## config.mk

```make
export PLATFORM = sky130hd
export DESIGN_NAME = genlock_reference_holdover
export DESIGN_NICKNAME = d
export VERILOG_FILES = /design/src/hw/genlock_reference_holdover.v /design/src/hw/error_delay_filter.v
export VERILOG_INCLUDE_DIRS = /design/src /design/src/hw
export SDC_FILE = /design/constraint.sdc
export NUM_CORES = 1
export LEC_CHECK = 0
export BUFFER_PORTS_ARGS = -buffer_cell sky130_fd_sc_hd__buf_2
export CAP_MARGIN = 20
export CORE_MARGIN = 4
export CORE_UTILIZATION = 30
export CTS_BUF_LIST = sky130_fd_sc_hd__clkbuf_4
export DETAILED_ROUTE_END_ITERATION = 8
export PLACE_DENSITY = 0.52
export RECOVER_POWER = 50
export SLEW_MARGIN = 5
export SYNTH_ARGS = -nofsm -noshare
export SYNTH_HDL_FRONTEND = slang
export SYNTH_SLANG_ARGS = --single-unit
export TNS_END_PERCENT = 20
```

## constraint.sdc

```tcl
create_clock -name clk -period 17.1 [get_ports clk]
set_clock_uncertainty 0.2 [all_clocks]
set_input_delay 1.71 -clock clk [delete_from_list [all_inputs] [get_ports clk]]
set_output_delay 1.71 -clock clk [all_outputs]
set_load 0.03 [all_outputs]
```

## src/hw/genlock_ref_defines.vh

```
// constants for the timing-reference control block
// assumes a 10 MHz system clock and AXI4-Lite register access
`ifndef GENLOCK_REF_DEFINES_VH
`define GENLOCK_REF_DEFINES_VH

// ****************************************************************
// register byte offsets
// ****************************************************************
`define REG_CTRL 8'h00
`define REG_SELECT 8'h04
`define REG_OFS_VERT 8'h08
`define REG_OFS_COARSE 8'h0c
`define REG_OFS_FINE 8'h10
`define REG_STATUS 8'h14
`define REG_QUALITY 8'h18
`define REG_THRESH 8'h1c
`define REG_ERR_DELAY 8'h20
`define REG_TIMING_ERR 8'h24

// ****************************************************************
// source codes
// ****************************************************************
`define SRC_INTERNAL 4'h0
`define SRC_SATNAV 4'h1
`define SRC_NTSC 4'h2
`define SRC_NTSC_10FID 4'h3
`define SRC_PAL 4'h4
`define SRC_HD_TRI 4'h5
`define SRC_CW_1M 4'h6
`define SRC_CW_3M58 4'h7
`define SRC_CW_4M43 4'h8
`define SRC_CW_5M 4'h9
`define SRC_CW_10M 4'ha

// ****************************************************************
// loss-of-lock response and recovery mode codes
// ****************************************************************
`define LOSS_HOLD_FREQ 1'b0
`define LOSS_INTERNAL 1'b1
`define REC_LEGAL 2'h0
`define REC_JAM 2'h1
`define REC_FAST 2'h2

// ****************************************************************
// select register field positions
// ****************************************************************
`define SEL_SRC_LSB 0
`define SEL_LOSS_BIT 4
`define SEL_REC_LSB 8
`define SEL_FMT_LSB 12

// ****************************************************************
// offset limits; coarse in 0.0185 us steps, fine in 0.1 ns steps
// ****************************************************************
`define LIM_VERT_NTSC 16'd525
`define LIM_VERT_PAL 16'd1250
`define LIM_VERT_HD1080 16'd562
`define LIM_VERT_HD720 16'd375
`define LIM_COARSE_NTSC 16'd3435
`define LIM_COARSE_PAL 16'd3459
`define LIM_COARSE_HD 16'd2004
`define LIM_FINE 16'd100

// ****************************************************************
// slew and jump thresholds, in 0.1 ns units of timing error
// ****************************************************************
`define SLEW_LEGAL_STEP 32'd1
`define SLEW_FAST_MULT 32'd25
`define JAM_GENLOCK_ERR 32'd200
`define JAM_SATNAV_ERR 32'd200000000
`define SLEW_LEGAL_DIV 24'd4687

`define RESET_ERR_DELAY 16'h000a
`define RESET_THRESH 16'h0040

`endif

```

## src/hw/genlock_reference_holdover.v

```verilog
// timing-reference selection, genlock offset and holdover recovery
// assumes AXI4-Lite software access and synchronous reference status
// Function
// - select one of eleven timing reference sources
// - genlock offset only for external video/CW
// - vertical offset steps in whole lines
// - coarse offset steps of 0.0185 us
// - fine offset steps of 0.1 ns
// - left plus right clears all offsets
// - clamp offsets to per-format limits
// - hold last frequency on lock loss
// - fall back to internal frequency
// - satellite error over 20 ms forces jump
// - genlock drift over 20 ns allows jam
// - legal mode slews at legal rate
// - jam mode aligns phase at once
// - fast mode slews 25 times legal
// - report antenna state off/open/short/nominal
// - quality is sum of satellite correlations
// - warn when quality below threshold
// - delay error reports by configurable time
// - force shared connector to input
//
// Design decisions made here: the address map and the AXI4-Lite slave port.
`timescale 1ns/10ps
`default_nettype none
`include "genlock_ref_defines.vh"
module genlock_reference_holdover #(
  parameter NSAT = 8,
  parameter CORR_W = 8,
  parameter TICK_DIV = 10000
) (
  input wire clk,
  input wire rst,
  input wire [7:0] s_axi_awaddr,
  input wire s_axi_awvalid,
  output wire s_axi_awready,
  input wire [31:0] s_axi_wdata,
  input wire [3:0] s_axi_wstrb,
  input wire s_axi_wvalid,
  output wire s_axi_wready,
  output wire [1:0] s_axi_bresp,
  output wire s_axi_bvalid,
  input wire s_axi_bready,
  input wire [7:0] s_axi_araddr,
  input wire s_axi_arvalid,
  output wire s_axi_arready,
  output reg [31:0] s_axi_rdata,
  output wire [1:0] s_axi_rresp,
  output wire s_axi_rvalid,
  input wire s_axi_rready,
  input wire ref_present,
  input wire [31:0] phase_err,
  input wire phase_err_neg,
  input wire [NSAT*CORR_W-1:0] sat_corr,
  input wire ant_powered,
  input wire ant_over_current,
  input wire ant_under_current,
  input wire vitc_tod_selected,
  output reg [3:0] active_source,
  output reg use_internal_freq,
  output reg freeze_freq,
  output reg [1:0] slew_rate_sel,
  output reg jam_phase,
  output reg connector_is_input,
  output reg locked,
  output reg [1:0] antenna_state,
  output reg quality_warn,
  output reg error_report,
  output reg [15:0] ofs_vert,
  output reg [15:0] ofs_coarse,
  output reg [15:0] ofs_fine
);
  localparam ST_LOCKED = 2'h0;
  localparam ST_LOST = 2'h1;
  localparam ST_RECOVER = 2'h2;

  reg [3:0] src_q;
  reg loss_q;
  reg [1:0] rec_q;
  reg [1:0] fmt_q;
  reg [31:0] sel_pend_q;
  reg [15:0] thresh_q;
  reg [15:0] delay_q;
  reg [1:0] st_q;
  reg [1:0] st_d;
  reg aw_q, w_q, b_q, r_q;
  reg [7:0] awaddr_q;
  reg [31:0] wdata_q;
  reg [15:0] tick_cnt_q;
  reg tick_q;
  reg [15:0] quality_q;
  reg [15:0] lim_v, lim_c;
  reg [15:0] qsum;
  reg offset_allowed;
  reg err_raw;
  wire err_filtered;
  integer i;

  // ****************************************************************
  // AXI4-Lite slave
  // ****************************************************************
  assign s_axi_awready = !aw_q && !b_q;
  assign s_axi_wready = !w_q && !b_q;
  assign s_axi_bvalid = b_q;
  assign s_axi_bresp = 2'h0;
  assign s_axi_arready = !r_q;
  assign s_axi_rvalid = r_q;
  assign s_axi_rresp = 2'h0;

  wire do_write = aw_q && w_q && !b_q;

  always @(posedge clk or posedge rst) begin
    if (rst) begin
      aw_q <= 1'b0;
      w_q <= 1'b0;
      b_q <= 1'b0;
      awaddr_q <= 8'h00;
      wdata_q <= 32'h0000_0000;
    end else begin
      if (s_axi_awvalid && s_axi_awready) begin
        aw_q <= 1'b1;
        awaddr_q <= s_axi_awaddr;
      end
      if (s_axi_wvalid && s_axi_wready) begin
        w_q <= 1'b1;
        wdata_q <= s_axi_wdata;
      end
      if (do_write) begin
        aw_q <= 1'b0;
        w_q <= 1'b0;
        b_q <= 1'b1;
      end else if (b_q && s_axi_bready) begin
        b_q <= 1'b0;
      end
    end
  end

  always @(posedge clk or posedge rst) begin
    if (rst) begin
      r_q <= 1'b0;
      s_axi_rdata <= 32'h0000_0000;
    end else if (s_axi_arvalid && !r_q) begin
      r_q <= 1'b1;
      case (s_axi_araddr)
        `REG_SELECT: s_axi_rdata <= sel_pend_q;
        `REG_OFS_VERT: s_axi_rdata <= {16'h0000, ofs_vert};
        `REG_OFS_COARSE: s_axi_rdata <= {16'h0000, ofs_coarse};
        `REG_OFS_FINE: s_axi_rdata <= {16'h0000, ofs_fine};
        `REG_STATUS: s_axi_rdata <= {20'h00000, active_source, rec_q,
          loss_q, error_report, quality_warn, antenna_state, locked};
        `REG_QUALITY: s_axi_rdata <= {16'h0000, quality_q};
        `REG_THRESH: s_axi_rdata <= {16'h0000, thresh_q};
        `REG_ERR_DELAY: s_axi_rdata <= {16'h0000, delay_q};
        `REG_TIMING_ERR: s_axi_rdata <= phase_err;
        default: s_axi_rdata <= 32'h0000_0000;
      endcase
    end else if (r_q && s_axi_rready) begin
      r_q <= 1'b0;
    end
  end

  // ****************************************************************
  // per-format offset limits
  // ****************************************************************
  always @* begin
    offset_allowed = (src_q != `SRC_INTERNAL) &&
      (src_q != `SRC_SATNAV);
    lim_v = `LIM_VERT_HD1080;
    lim_c = `LIM_COARSE_HD;
    case (src_q)
      `SRC_NTSC, `SRC_NTSC_10FID: begin
        lim_v = `LIM_VERT_NTSC;
        lim_c = `LIM_COARSE_NTSC;
      end
      `SRC_PAL: begin
        lim_v = `LIM_VERT_PAL;
        lim_c = `LIM_COARSE_PAL;
      end
      `SRC_HD_TRI: begin
        lim_v = (fmt_q == 2'h1) ? `LIM_VERT_HD720 : `LIM_VERT_HD1080;
        lim_c = `LIM_COARSE_HD;
      end
      default: begin
        lim_v = `LIM_VERT_NTSC;
        lim_c = `LIM_COARSE_NTSC;
      end
    endcase
  end

  // step a two's-complement offset by one unit and clamp
  function [15:0] step_clamp;
    input [15:0] cur;
    input left;
    input right;
    input [15:0] lim;
    reg [15:0] nxt;
    begin
      nxt = cur;
      if (right && !left)
        nxt = cur + 16'h0001;
      else if (left && !right)
        nxt = cur - 16'h0001;
      if ($signed(nxt) > $signed(lim))
        nxt = lim;
      else if ($signed(nxt) < -$signed(lim))
        nxt = -lim;
      step_clamp = nxt;
    end
  endfunction

  // ****************************************************************
  // control writes and offset adjustment
  // ctrl: bit0 confirm, bit1 left, bit2 right, bits5:4 component
  // ****************************************************************
  wire wr_ctrl = do_write && (awaddr_q == `REG_CTRL);
  wire adj_l = wr_ctrl && wdata_q[1];
  wire adj_r = wr_ctrl && wdata_q[2];
  wire [1:0] comp = wdata_q[5:4];

  always @(posedge clk or posedge rst) begin
    if (rst) begin
      sel_pend_q <= 32'h0000_0000;
      src_q <= `SRC_INTERNAL;
      loss_q <= `LOSS_HOLD_FREQ;
      rec_q <= `REC_LEGAL;
      fmt_q <= 2'h0;
      thresh_q <= `RESET_THRESH;
      delay_q <= `RESET_ERR_DELAY;
      ofs_vert <= 16'h0000;
      ofs_coarse <= 16'h0000;
      ofs_fine <= 16'h0000;
    end else begin
      if (do_write && awaddr_q == `REG_SELECT)
        sel_pend_q <= wdata_q;
      if (do_write && awaddr_q == `REG_THRESH)
        thresh_q <= wdata_q[15:0];
      if (do_write && awaddr_q == `REG_ERR_DELAY)
        delay_q <= wdata_q[15:0];
      if (wr_ctrl && wdata_q[0]) begin
        src_q <= sel_pend_q[`SEL_SRC_LSB+3:`SEL_SRC_LSB];
        loss_q <= sel_pend_q[`SEL_LOSS_BIT];
        rec_q <= sel_pend_q[`SEL_REC_LSB+1:`SEL_REC_LSB];
        fmt_q <= sel_pend_q[`SEL_FMT_LSB+1:`SEL_FMT_LSB];
      end
      if (!offset_allowed) begin
        ofs_vert <= 16'h0000;
        ofs_coarse <= 16'h0000;
        ofs_fine <= 16'h0000;
      end else if (adj_l && adj_r) begin
        ofs_vert <= 16'h0000;
        ofs_coarse <= 16'h0000;
        ofs_fine <= 16'h0000;
      end else if (adj_l || adj_r) begin
        case (comp)
          2'h0: ofs_vert <= step_clamp(ofs_vert, adj_l, adj_r,
            lim_v);
          2'h1: ofs_coarse <= step_clamp(ofs_coarse, adj_l, adj_r,
            lim_c);
          2'h2: ofs_fine <= step_clamp(ofs_fine, adj_l, adj_r,
            `LIM_FINE);
          default: ofs_fine <= ofs_fine;
        endcase
      end
    end
  end

  // ****************************************************************
  // lock state machine and recovery
  // ****************************************************************
  wire is_satnav = (src_q == `SRC_SATNAV);
  wire big_sat_err = is_satnav && (phase_err > `JAM_SATNAV_ERR);
  wire drift_jam = !is_satnav && (phase_err > `JAM_GENLOCK_ERR);
  wire ref_ok = ref_present || (src_q == `SRC_INTERNAL);

  always @* begin
    st_d = st_q;
    case (st_q)
      ST_LOCKED: if (!ref_ok) st_d = ST_LOST;
      ST_LOST: if (ref_ok) st_d = ST_RECOVER;
      ST_RECOVER: begin
        if (!ref_ok)
          st_d = ST_LOST;
        else if (phase_err == 32'h0000_0000)
          st_d = ST_LOCKED;
      end
      default: st_d = ST_LOST;
    endcase
  end

  always @(posedge clk or posedge rst) begin
    if (rst) begin
      st_q <= ST_LOST; // relock from scratch
      locked <= 1'b0;
      freeze_freq <= 1'b0;
      use_internal_freq <= 1'b1;
      slew_rate_sel <= 2'h0;
      jam_phase <= 1'b0;
      active_source <= `SRC_INTERNAL;
      connector_is_input <= 1'b0;
    end else begin
      st_q <= st_d;
      locked <= (st_d == ST_LOCKED);
      active_source <= src_q;
      connector_is_input <= (offset_allowed && !(src_q >= `SRC_CW_1M))
        || vitc_tod_selected;
      freeze_freq <= (st_d == ST_LOST) &&
        (loss_q == `LOSS_HOLD_FREQ);
      use_internal_freq <= (src_q == `SRC_INTERNAL) ||
        ((st_d == ST_LOST) && (loss_q == `LOSS_INTERNAL));
      jam_phase <= 1'b0;
      slew_rate_sel <= 2'h0;
      if (st_d == ST_RECOVER) begin
        if (big_sat_err)
          jam_phase <= 1'b1;
        else if (st_q == ST_LOCKED && drift_jam)
          jam_phase <= 1'b1;
        else
          case (rec_q)
            `REC_JAM: jam_phase <= (st_q == ST_LOST);
            `REC_FAST: slew_rate_sel <= 2'h2;
            default: slew_rate_sel <= 2'h1;
          endcase
      end else if (st_q == ST_LOCKED && drift_jam) begin
        jam_phase <= 1'b1;
      end
    end
  end

  // ****************************************************************
  // antenna, quality and delayed errors
  // ****************************************************************
  always @* begin
    qsum = 16'h0000;
    for (i = 0; i < NSAT; i = i + 1)
      qsum = qsum + {{(16-CORR_W){1'b0}},
        sat_corr[i*CORR_W +: CORR_W]};
  end

  always @(posedge clk or posedge rst) begin
    if (rst) begin
      quality_q <= 16'h0000;
      quality_warn <= 1'b0;
      antenna_state <= 2'h0;
      tick_cnt_q <= 16'h0000;
      tick_q <= 1'b0;
      error_report <= 1'b0;
    end else begin
      quality_q <= qsum;
      quality_warn <= is_satnav && (qsum < thresh_q);
      if (!ant_powered)
        antenna_state <= 2'h0;
      else if (ant_over_current)
        antenna_state <= 2'h2;
      else if (ant_under_current)
        antenna_state <= 2'h1;
      else
        antenna_state <= 2'h3;
      tick_q <= (tick_cnt_q == TICK_DIV[15:0] - 16'h0001);
      if (tick_cnt_q == TICK_DIV[15:0] - 16'h0001)
        tick_cnt_q <= 16'h0000;
      else
        tick_cnt_q <= tick_cnt_q + 16'h0001;
      error_report <= err_filtered;
    end
  end

  always @* begin
    err_raw = (st_q == ST_LOST) || quality_warn ||
      (is_satnav && antenna_state != 2'h3);
  end

  error_delay_filter #(
    .W(16)
  ) u_err_delay (
    .clk(clk),
    .rst(rst),
    .tick(tick_q),
    .delay(delay_q),
    .err_raw(err_raw),
    .err_out(err_filtered)
  );
endmodule
`default_nettype wire

```

## src/hw/error_delay_filter.v

```verilog
// delays an error flag so short errors never appear
// assumes a free-running 10 MHz clock and a per-tick enable
`timescale 1ns/10ps
`default_nettype none
module error_delay_filter #(
  parameter W = 16
) (
  input wire clk,
  input wire rst,
  input wire tick,
  input wire [W-1:0] delay,
  input wire err_raw,
  output reg err_out
);
  reg [W-1:0] cnt_q;

  // ****************************************************************
  // persistence counter
  // ****************************************************************
  always @(posedge clk or posedge rst) begin
    if (rst) begin
      cnt_q <= {W{1'b0}};
      err_out <= 1'b0;
    end else if (!err_raw) begin
      cnt_q <= {W{1'b0}};
      err_out <= 1'b0;
    end else if (cnt_q >= delay) begin
      err_out <= 1'b1;
    end else if (tick) begin
      cnt_q <= cnt_q + {{(W-1){1'b0}}, 1'b1};
    end
  end
endmodule
`default_nettype wire

```

==> metrics.md, run 1 <==
| Metric | Value |
|---|---|
| Status | `finished with violations` |
| Failing checks | `max-capacitance violations, max-slew violations` |
| Place WS | `roughly 10 ns` |
| CTS Buf Count | `74` |
| Multi-input gate area | `0.00950 mm^2` |
| Worst vdd ir | `around 0.00006 V` |
| Sw Share | `approximately 37%` |
| Area growth from synthesis to layout | `17.1%` |
| Layout cells sized above 1 | `~25%` |
| Initial Util | `between 30% and 40%` |
| Reg2reg setup slack | `approximately 11 ns` |
| Ys flop type | `dfrtp_1` |
| Lkg Pwr | `slightly below 10 nW` |
| Number of synthesis warnings | `0` |
| Least-Margin Pin Slew | `4.51 ns` |
| P_int | `0.00137 W` |
| Routed met3 length | `~4400 um` |
| Initial antenna violation count | `12` |
| Grt ovf | `0` |
| Placed Instance Area | `about 0.019 mm^2` |
| Total Wirelength | `56900 um` |
| Final Util | `35.5%` |
| PortBufs | `255` |
| Crit path kind | `input pin to async pin` |
| Critical Path End | `sel_pend_q[7]` |
| Initial DRC Count | `around 1100` |
| Reg2reg start | `wdata_q[2]` |
| CP Max Fanout | `around 100` |
| Placeable Area | `about 0.056 mm^2` |
| Die area | `approximately 0.061 mm^2` |
| Final min period | `6.91 ns` |
| Post-synthesis cell type count | `84` |
| Top Layer Used | `met5` |
| CTS Hold Bufs | `0` |
| Top Ports | `around 270` |
| Syn Std Cell Area | `0.0170 mm^2` |
| Clock power share | `27.1%` |
| Vias per cell | `5.22` |
| Post-CTS Resized | `0` |
| Fin. max-slew vios | `about 310` |
| Seq. cell area | `approximately 0.0065 mm^2` |
| Maximum clock path buffer count | `3` |
| Hold Fails Final Rpt | `0` |
| Flop pwr share | `38.4%` |
| Post-synth EDFFs | `0` |
| HPWL after detailed placement | `~44000 um` |
| Wire per inst | `slightly above 20 um` |
| CTS tree | `yes` |
| Clock slew seen by the registers of the worst setup and hold paths | `approximately 0.060 ns` |
| WL met1 | `roughly 24000 um` |
| Nets | `between 2000 and 2500` |
| Number of setup buffers added after CTS | `0` |
| CP Data Arrival Time | `~7.5 ns` |
| Hold Crit Class | `register to register` |
| Die W | `~250 um` |
| Global placer's final weighted congestion | `just over 0.9` |
| Gate Count Post-Synth | `1758` |
| RR Endpoint | `ofs_vert[1]` |
| TritonCTS Sinks | `approximately 260` |
| Die Y | `approximately 250 um` |
| Seq/Total Area, Yosys | `a little under two fifths` |
| CP startpoint kind | `input pin` |
| Vias in the first global route | `between 10000 and 15000` |
| P per Cell Area | `109 mW/mm^2` |
| DRT Pass-1 Iters | `8` |
| Synth Register Bits | `about 260` |
| Cell area after layout | `approximately 0.020 mm^2` |
| Clk root buf | `clkbuf_4` |
| Largest net degree at the start of global routing | `around 100` |
| DR DRC count | `0` |
| Worst setup margin | `about 10 ns` |
| Req. time, crit path | `between 15 and 20 ns` |
| Antenna-violating nets left | `0` |
| Fin crit share | `a little over 40%` |
| Tot GR Track Use | `between 10% and 20%` |
| Post-synth ARST share | `100%` |
| Met2 WL | `~26000 um` |
| DR vias | `14800` |
| Site Rows | `between 80 and 90` |
| Comb pwr share | `about 35%` |
| RSZ-0062 raised after global routing | `false` |
| CP startpoint | `rst` |
| Fill count | `~5800` |
| Max-cap violation count | `6` |
| FMAX | `roughly 0.14 GHz` |
| Global-route wire length before repair | `about 86000 um` |
| Skew-Pair Late Insertion Delay | `between 0.7 and 0.8 ns` |
| Psw | `0.000811 W` |
| Finish-stage setup viols | `0` |
| Worst r2r path cells | `15` |
| Syn avg cell area | `about 9.7 um^2` |
| CP Capture Type | `async pin` |
| Setup_tns | `0 ns` |
| H-tree depth reported by CTS | `3` |
| Max-slew headroom | `-202%` |
==> metal layers <==
layer / GRT usage, % / vias to the layer above
li1: - / 6848
met1: 24.1 / 7187
met2: 28.9 / 562
met3: 4.33 / 144
met4: 8.23 / 12
met5: 0 / -
==> critical path: stages <==
cell and delay (ns):
buf_2 0.10, clkinvlp_2 2.46, clkbuf_1 2.26, buf_4 0.85
==> cells in the final DEF (no fill, tap or decap), types with 8 or more instances in the layout <==
| master | n |
|---|---|
| a21o_1 | 33 |
| a21oi_1 | 50 |
| a222oi_1 | 24 |
| a22o_1 | 27 |
| a22oi_1 | 40 |
| a31oi_1 | 27 |
| and2_1 | 11 |
| and3_1 | 18 |
| and4_1 | 10 |
| buf_2 | 253 |
| buf_4 | 14 |
| clkbuf_4 | 107 |
| clkinv_1 | 11 |
| conb_1 | 11 |
| dfrtp_1 | 254 |
| fa_1 | 47 |
| ha_1 | 94 |
| inv_1 | 179 |
| mux2_2 | 107 |
| mux2i_1 | 17 |
| nand2_1 | 123 |
| nand2b_1 | 14 |
| nand3_1 | 42 |
| nand3b_1 | 9 |
| nand4_1 | 38 |
| nor2_1 | 93 |
| nor2b_1 | 25 |
| nor3_1 | 28 |
| nor4_1 | 23 |
| o211ai_1 | 8 |
| o21ai_0 | 82 |
| o31ai_1 | 12 |
| or3_1 | 12 |
| or4_1 | 19 |
| xnor2_1 | 42 |
| xor2_1 | 31 |
==> logic make-up (layout without fill, tap and decap cells) <==
family / after synthesis / count (layout) / synth area share [%]
xor+xnor: 74 / 74 / 3.85
simple gates: 497 / 497 / 15.2
mux: 124 / 124 / 8.07
buf+inv: 281 / 580 / 6.51
other cells: 2 / 16 / 0.0441
flops: 259 / 259 / 38.1
fa+ha+maj: 143 / 143 / 12.5
compound gates: 378 / 378 / 15.7
==> state kept, by name (all words and copies together), names as in the netlist, 4 cells and up <==
register,flops
active_source,4
awaddr_q,8
delay_q,16
ofs_coarse,16
ofs_fine,16
ofs_vert,16
quality_q,11
s_axi_rdata,32
sel_pend_q,32
src_q,4
thresh_q,16
tick_cnt_q,16
u_err_delay.cnt_q,16
wdata_q,32
==> layout make-up <==
type | count | area share, %
diodes | 5 | 0.0627
clock buffers | 107 | 4.02
clock inverters | 18 | 0.633
inverters | 180 | 3.39
multi-input cells | 1227 | 47.6
flip-flops and latches | 259 | 32.5
well taps | 756 | 4.74
repair buffers | 275 | 7.06
==> synth_stat cells, types with 27 or more instances <==
cell,instances,share of area (%)
a21o_1,33,1.5
a21oi_1,51,1.5
a22o_1,27,1.4
a22oi_1,40,1.8
a31oi_1,27,0.99
clkbuf_1,83,1.8
dfrtp_1,254,37
fa_1,47,5.5
ha_1,94,6.9
inv_1,180,4.0
mux2_2,107,7.1
nand2_1,123,2.7
nand3_1,42,1.2
nand4_1,38,1.4
nor2_1,94,2.1
nor2b_1,27,0.99
nor3_1,29,0.85
o21ai_0,81,2.4
xnor2_1,42,2.2
xor2_1,31,1.6
==> through the flow <==
step / std cells / total power [W] / hold slack, ns
4_1_cts: 2819 / 0.00222 / 0.181
2_1_floorplan: 1767 / 0.00135 / 0.152
6_report: 2827 / 0.00218 / 0.176
3_5_place_dp: 2694 / 0.00161 / 0.173
5_1_grt: 2825 / 0.00237 / 0.194
3_3_place_gp: 2694 / 0.00159 / 0.160
==> how the worst min path moves through the flow <==
stage / startpoint / to / depth (start not counted)
finish: u_err_delay.err_out / error_report / 0
CTS: u_err_delay.err_out / error_report / 0
detailed placement: u_err_delay.err_out / error_report / 0
global route: u_err_delay.err_out / error_report / 0
floorplan: src_q[0] / active_source[0] / 0
global placement: u_err_delay.err_out / error_report / 0
==> power by group through the flow <==
stage                     sequential (W)  combinational (W)  clock [W]
after floorplan                 0.000800           0.000555          0
after global placement          0.000844           0.000743          0
after detailed placement        0.000848           0.000764          0
after CTS                       0.000838           0.000767   0.000616
after global routing            0.000852           0.000873   0.000645
final                           0.000838           0.000755   0.000591
(Power assumes the default switching activity.)
==> inputs of run 2 (changes only) <==
Settings changed: PLACE_DENSITY 0.52 to 0.53.
Clock period 17.1 ns to 5.66 ns, I/O delays scaled along.
==> run 2 against run 1 <==
Effect of this change:
- the run still ends with max-capacitance violations, max-slew violations left
- flip-flop and latch count unchanged
- cell count increased by 3.4%
- clock power increased to 3.0 times the previous value
- register-to-register slack worse by 11 ns
- critical endpoint is now ofs_coarse[9]
- sequential power rose to 3.0 times the previous value
- non-clock buffer count grew 96
==> metrics.md, run 2 (synthesis results as in run 1) <==
| Metric | Value |
|---|---|
| DR DRC count | `0` |
| Die W | `~250 um` |
| CP startpoint kind | `register` |
| Vias in the first global route | `between 15000 and 20000` |
| Antenna-violating nets left | `0` |
| Max-cap violation count | `6` |
| Grt ovf | `0` |
| Hold depth | `4` |
| Hold Crit Class | `input pin to register` |
| Fill count | `approximately 5800` |
| H-tree depth reported by CTS | `3` |
| Worst setup margin | `0.321 ns` |
| HPWL after detailed placement | `roughly 44000 um` |
| CP Capture Type | `register` |
| Tot GR Track Use | `between 10% and 20%` |
| FMAX | `~0.19 GHz` |
| Fin cells | `between 2000 and 3000` |
| Crit path kind | `register to register` |
| Layout cells sized above 1 | `between 20% and 30%` |
| Worst vdd ir | `around 0.00020 V` |
| Place WS | `between 0.09 and 0.1 ns` |
| Initial antenna violation count | `8` |
| Global-route wire length before repair | `roughly 90000 um` |
| Clock slew seen by the registers of the worst setup and hold paths | `around 0.070 ns` |
| Delay-heaviest family, CP | `simple AND/OR/NAND/NOR gates` |
| Die Y | `about 250 um` |
| Cell mode on critical path | `ha_1` |
| Seq. cell area | `~0.0065 mm^2` |
| P per Cell Area | `about 310 mW/mm^2` |
| DRT Pass-1 Iters | `7` |
| Commonest non-fill, non-tap cell in the layout | `dfrtp_1` |
| RSZ-0062 raised after global routing | `false` |
| Hold Fails Final Rpt | `0` |
| Status | `finished with violations` |
| Vias per cell | `between 5 and 6` |
| # placed instances | `2721` |
| Reg2reg start | `s_axi_bvalid` |
| Max-slew headroom | `-95.1%` |
| Commonest cells after routing, fill and taps aside | `254 x dfrtp_1, 239 x buf_2, 179 x inv_1` |
| Fin. max-slew vios | `roughly 330` |
| Global placer's final weighted congestion | `about 0.95` |
| DR vias | `approximately 15000` |
| CP Data Arrival Time | `5.78 ns` |
| TritonCTS Sinks | `between 200 and 300` |
| CP Max Fanout | `16` |
| Buf+Inv Stages, Crit Path | `2` |
| Clk root buf | `clkbuf_4` |
| Failing checks | `max-capacitance violations, max-slew violations` |
| Biggest regs | `s_axi_rdata x32, sel_pend_q x32, wdata_q x32` |
| Site Rows | `87` |
| Finish-stage setup viols | `0` |
| Total Wirelength | `~58000 um` |
| Multi-input gate area | `0.00951 mm^2` |
| CP peak stage delay | `0.80 ns` |
| Wire per inst | `19.9 um` |
| Number of setup buffers added after CTS | `0` |
| Req. time, crit path | `just over 6 ns` |
| Fin crit share | `94.3%` |
| Nets | `between 2000 and 2500` |
| Largest net degree at the start of global routing | `about 100` |
| Lkg Pwr | `around 10 nW` |
| CTS Buf Count | `74` |
| Placeable Area | `0.0563 mm^2` |
| Maximum clock path buffer count | `3` |
| Hold EP | `s_axi_rdata[6]` |
| Hold Startpoint | `phase_err[6]` |
| Area growth from synthesis to layout | `22.1%` |
| CTS tree | `yes` |
| Final min period | `5.34 ns` |
| Skew-Pair Late Insertion Delay | `0.82 ns` |
| Setup_tns | `0 ns` |
| Least-Margin Pin Slew | `about 2.9 ns` |
| Worst r2r path cells | `18` |
| Top Ports | `~270` |
| Initial DRC Count | `1274` |
| PortBufs | `approximately 260` |
| CP cell instances | `nor4_1 -> buf_4 -> and4_1 -> nand3_1 -> or3_1 -> o32ai_1 -> xor2_1 -> ha_1 -> inv_1 -> a211oi_1 -> and2_0 -> a21oi_1 -> nand4b_1 -> a31o_2 -> ha_1 -> mux2i_1 -> nor2_1 -> a221o_1` |
| Die area | `0.0607 mm^2` |
| CP max stage cell | `ha_1` |
| RR Endpoint | `ofs_coarse[9]` |
| Initial Util | `a little under a third` |
| Reg2reg setup slack | `about 0.32 ns` |
## run 2: cell types whose count changed in the layout (fill, tap and decap cells not counted), sizes merged
cell	before	now
dlygate4sd3	0	71
clkinvlp	2	1
clkinv	13	16
bufinv	2	1
clkbuf	114	128
buf	268	277
## run 2: worst max path at each step
stage	from	cells past startpoint	end	slack [ns]
global route	s_axi_bvalid	18	ofs_coarse[6]	0.04
CTS	s_axi_bvalid	15	ofs_coarse[4]	0.38
global placement	sat_corr[2]	19	quality_warn	0.17
finish	s_axi_bvalid	18	ofs_coarse[9]	0.32
detailed placement	sat_corr[3]	20	quality_warn	0.1
floorplan	s_axi_bvalid	19	ofs_coarse[2]	0.24
## run 2: routing by layer
layer  GRT usage, %  vias to the layer above  part of all wire, %
met5              0                        -                0.048
met4           8.36                        4                  3.9
met3           3.71                      124                  7.3
met2           30.3                      563                   46
met1           25.0                     7469                   43
li1               -                     7033                    -
## run 2: timing repair
| action | 4_1_cts | 5_1_grt |
|---|---|---|
| gates resized for setup | 0 | 0 |
| hold buffers | 71 | 0 |
| endpoints found under the hold margin | 100 | 0 |
## run 2: layout make-up
cell class                      count  area share [%]
Timing Repair Buffer              371            11.0
Inverter                          180            3.25
Multi-Input combinational cell   1227            45.7
Antenna cell                        5          0.0601
Sequential cell                   259            31.2
Tap cell                          756            4.54
Clock inverter                     19           0.559
Clock buffer                      105            3.79
## run 2: worst min-delay path, delay by kind of cell
| family | cells | cell delay (ns) |
|---|---|---|
| compound gates | 3 | 0.33 |
| buf+inv | 1 | 0.12 |
## run 2: metrics by stage
stage          hold WS [ns]  area (um^2)  util (%)  power (W)
2_1_floorplan         0.152        17100         -    0.00409
3_3_place_gp          0.162        19300      34.2    0.00475
3_5_place_dp          0.159        19300      34.2    0.00480
4_1_cts             0.00149        20900      37.1    0.00664
5_1_grt              0.0714        20800      37.0    0.00710
6_report             0.0753        20800      37.0    0.00653
## run 2: where the power goes
group          switching [W]  internal (W)  total, W
registers           0.000297       0.00220   0.00250
clock network       0.000848      0.000898   0.00175
logic                0.00124       0.00104   0.00229
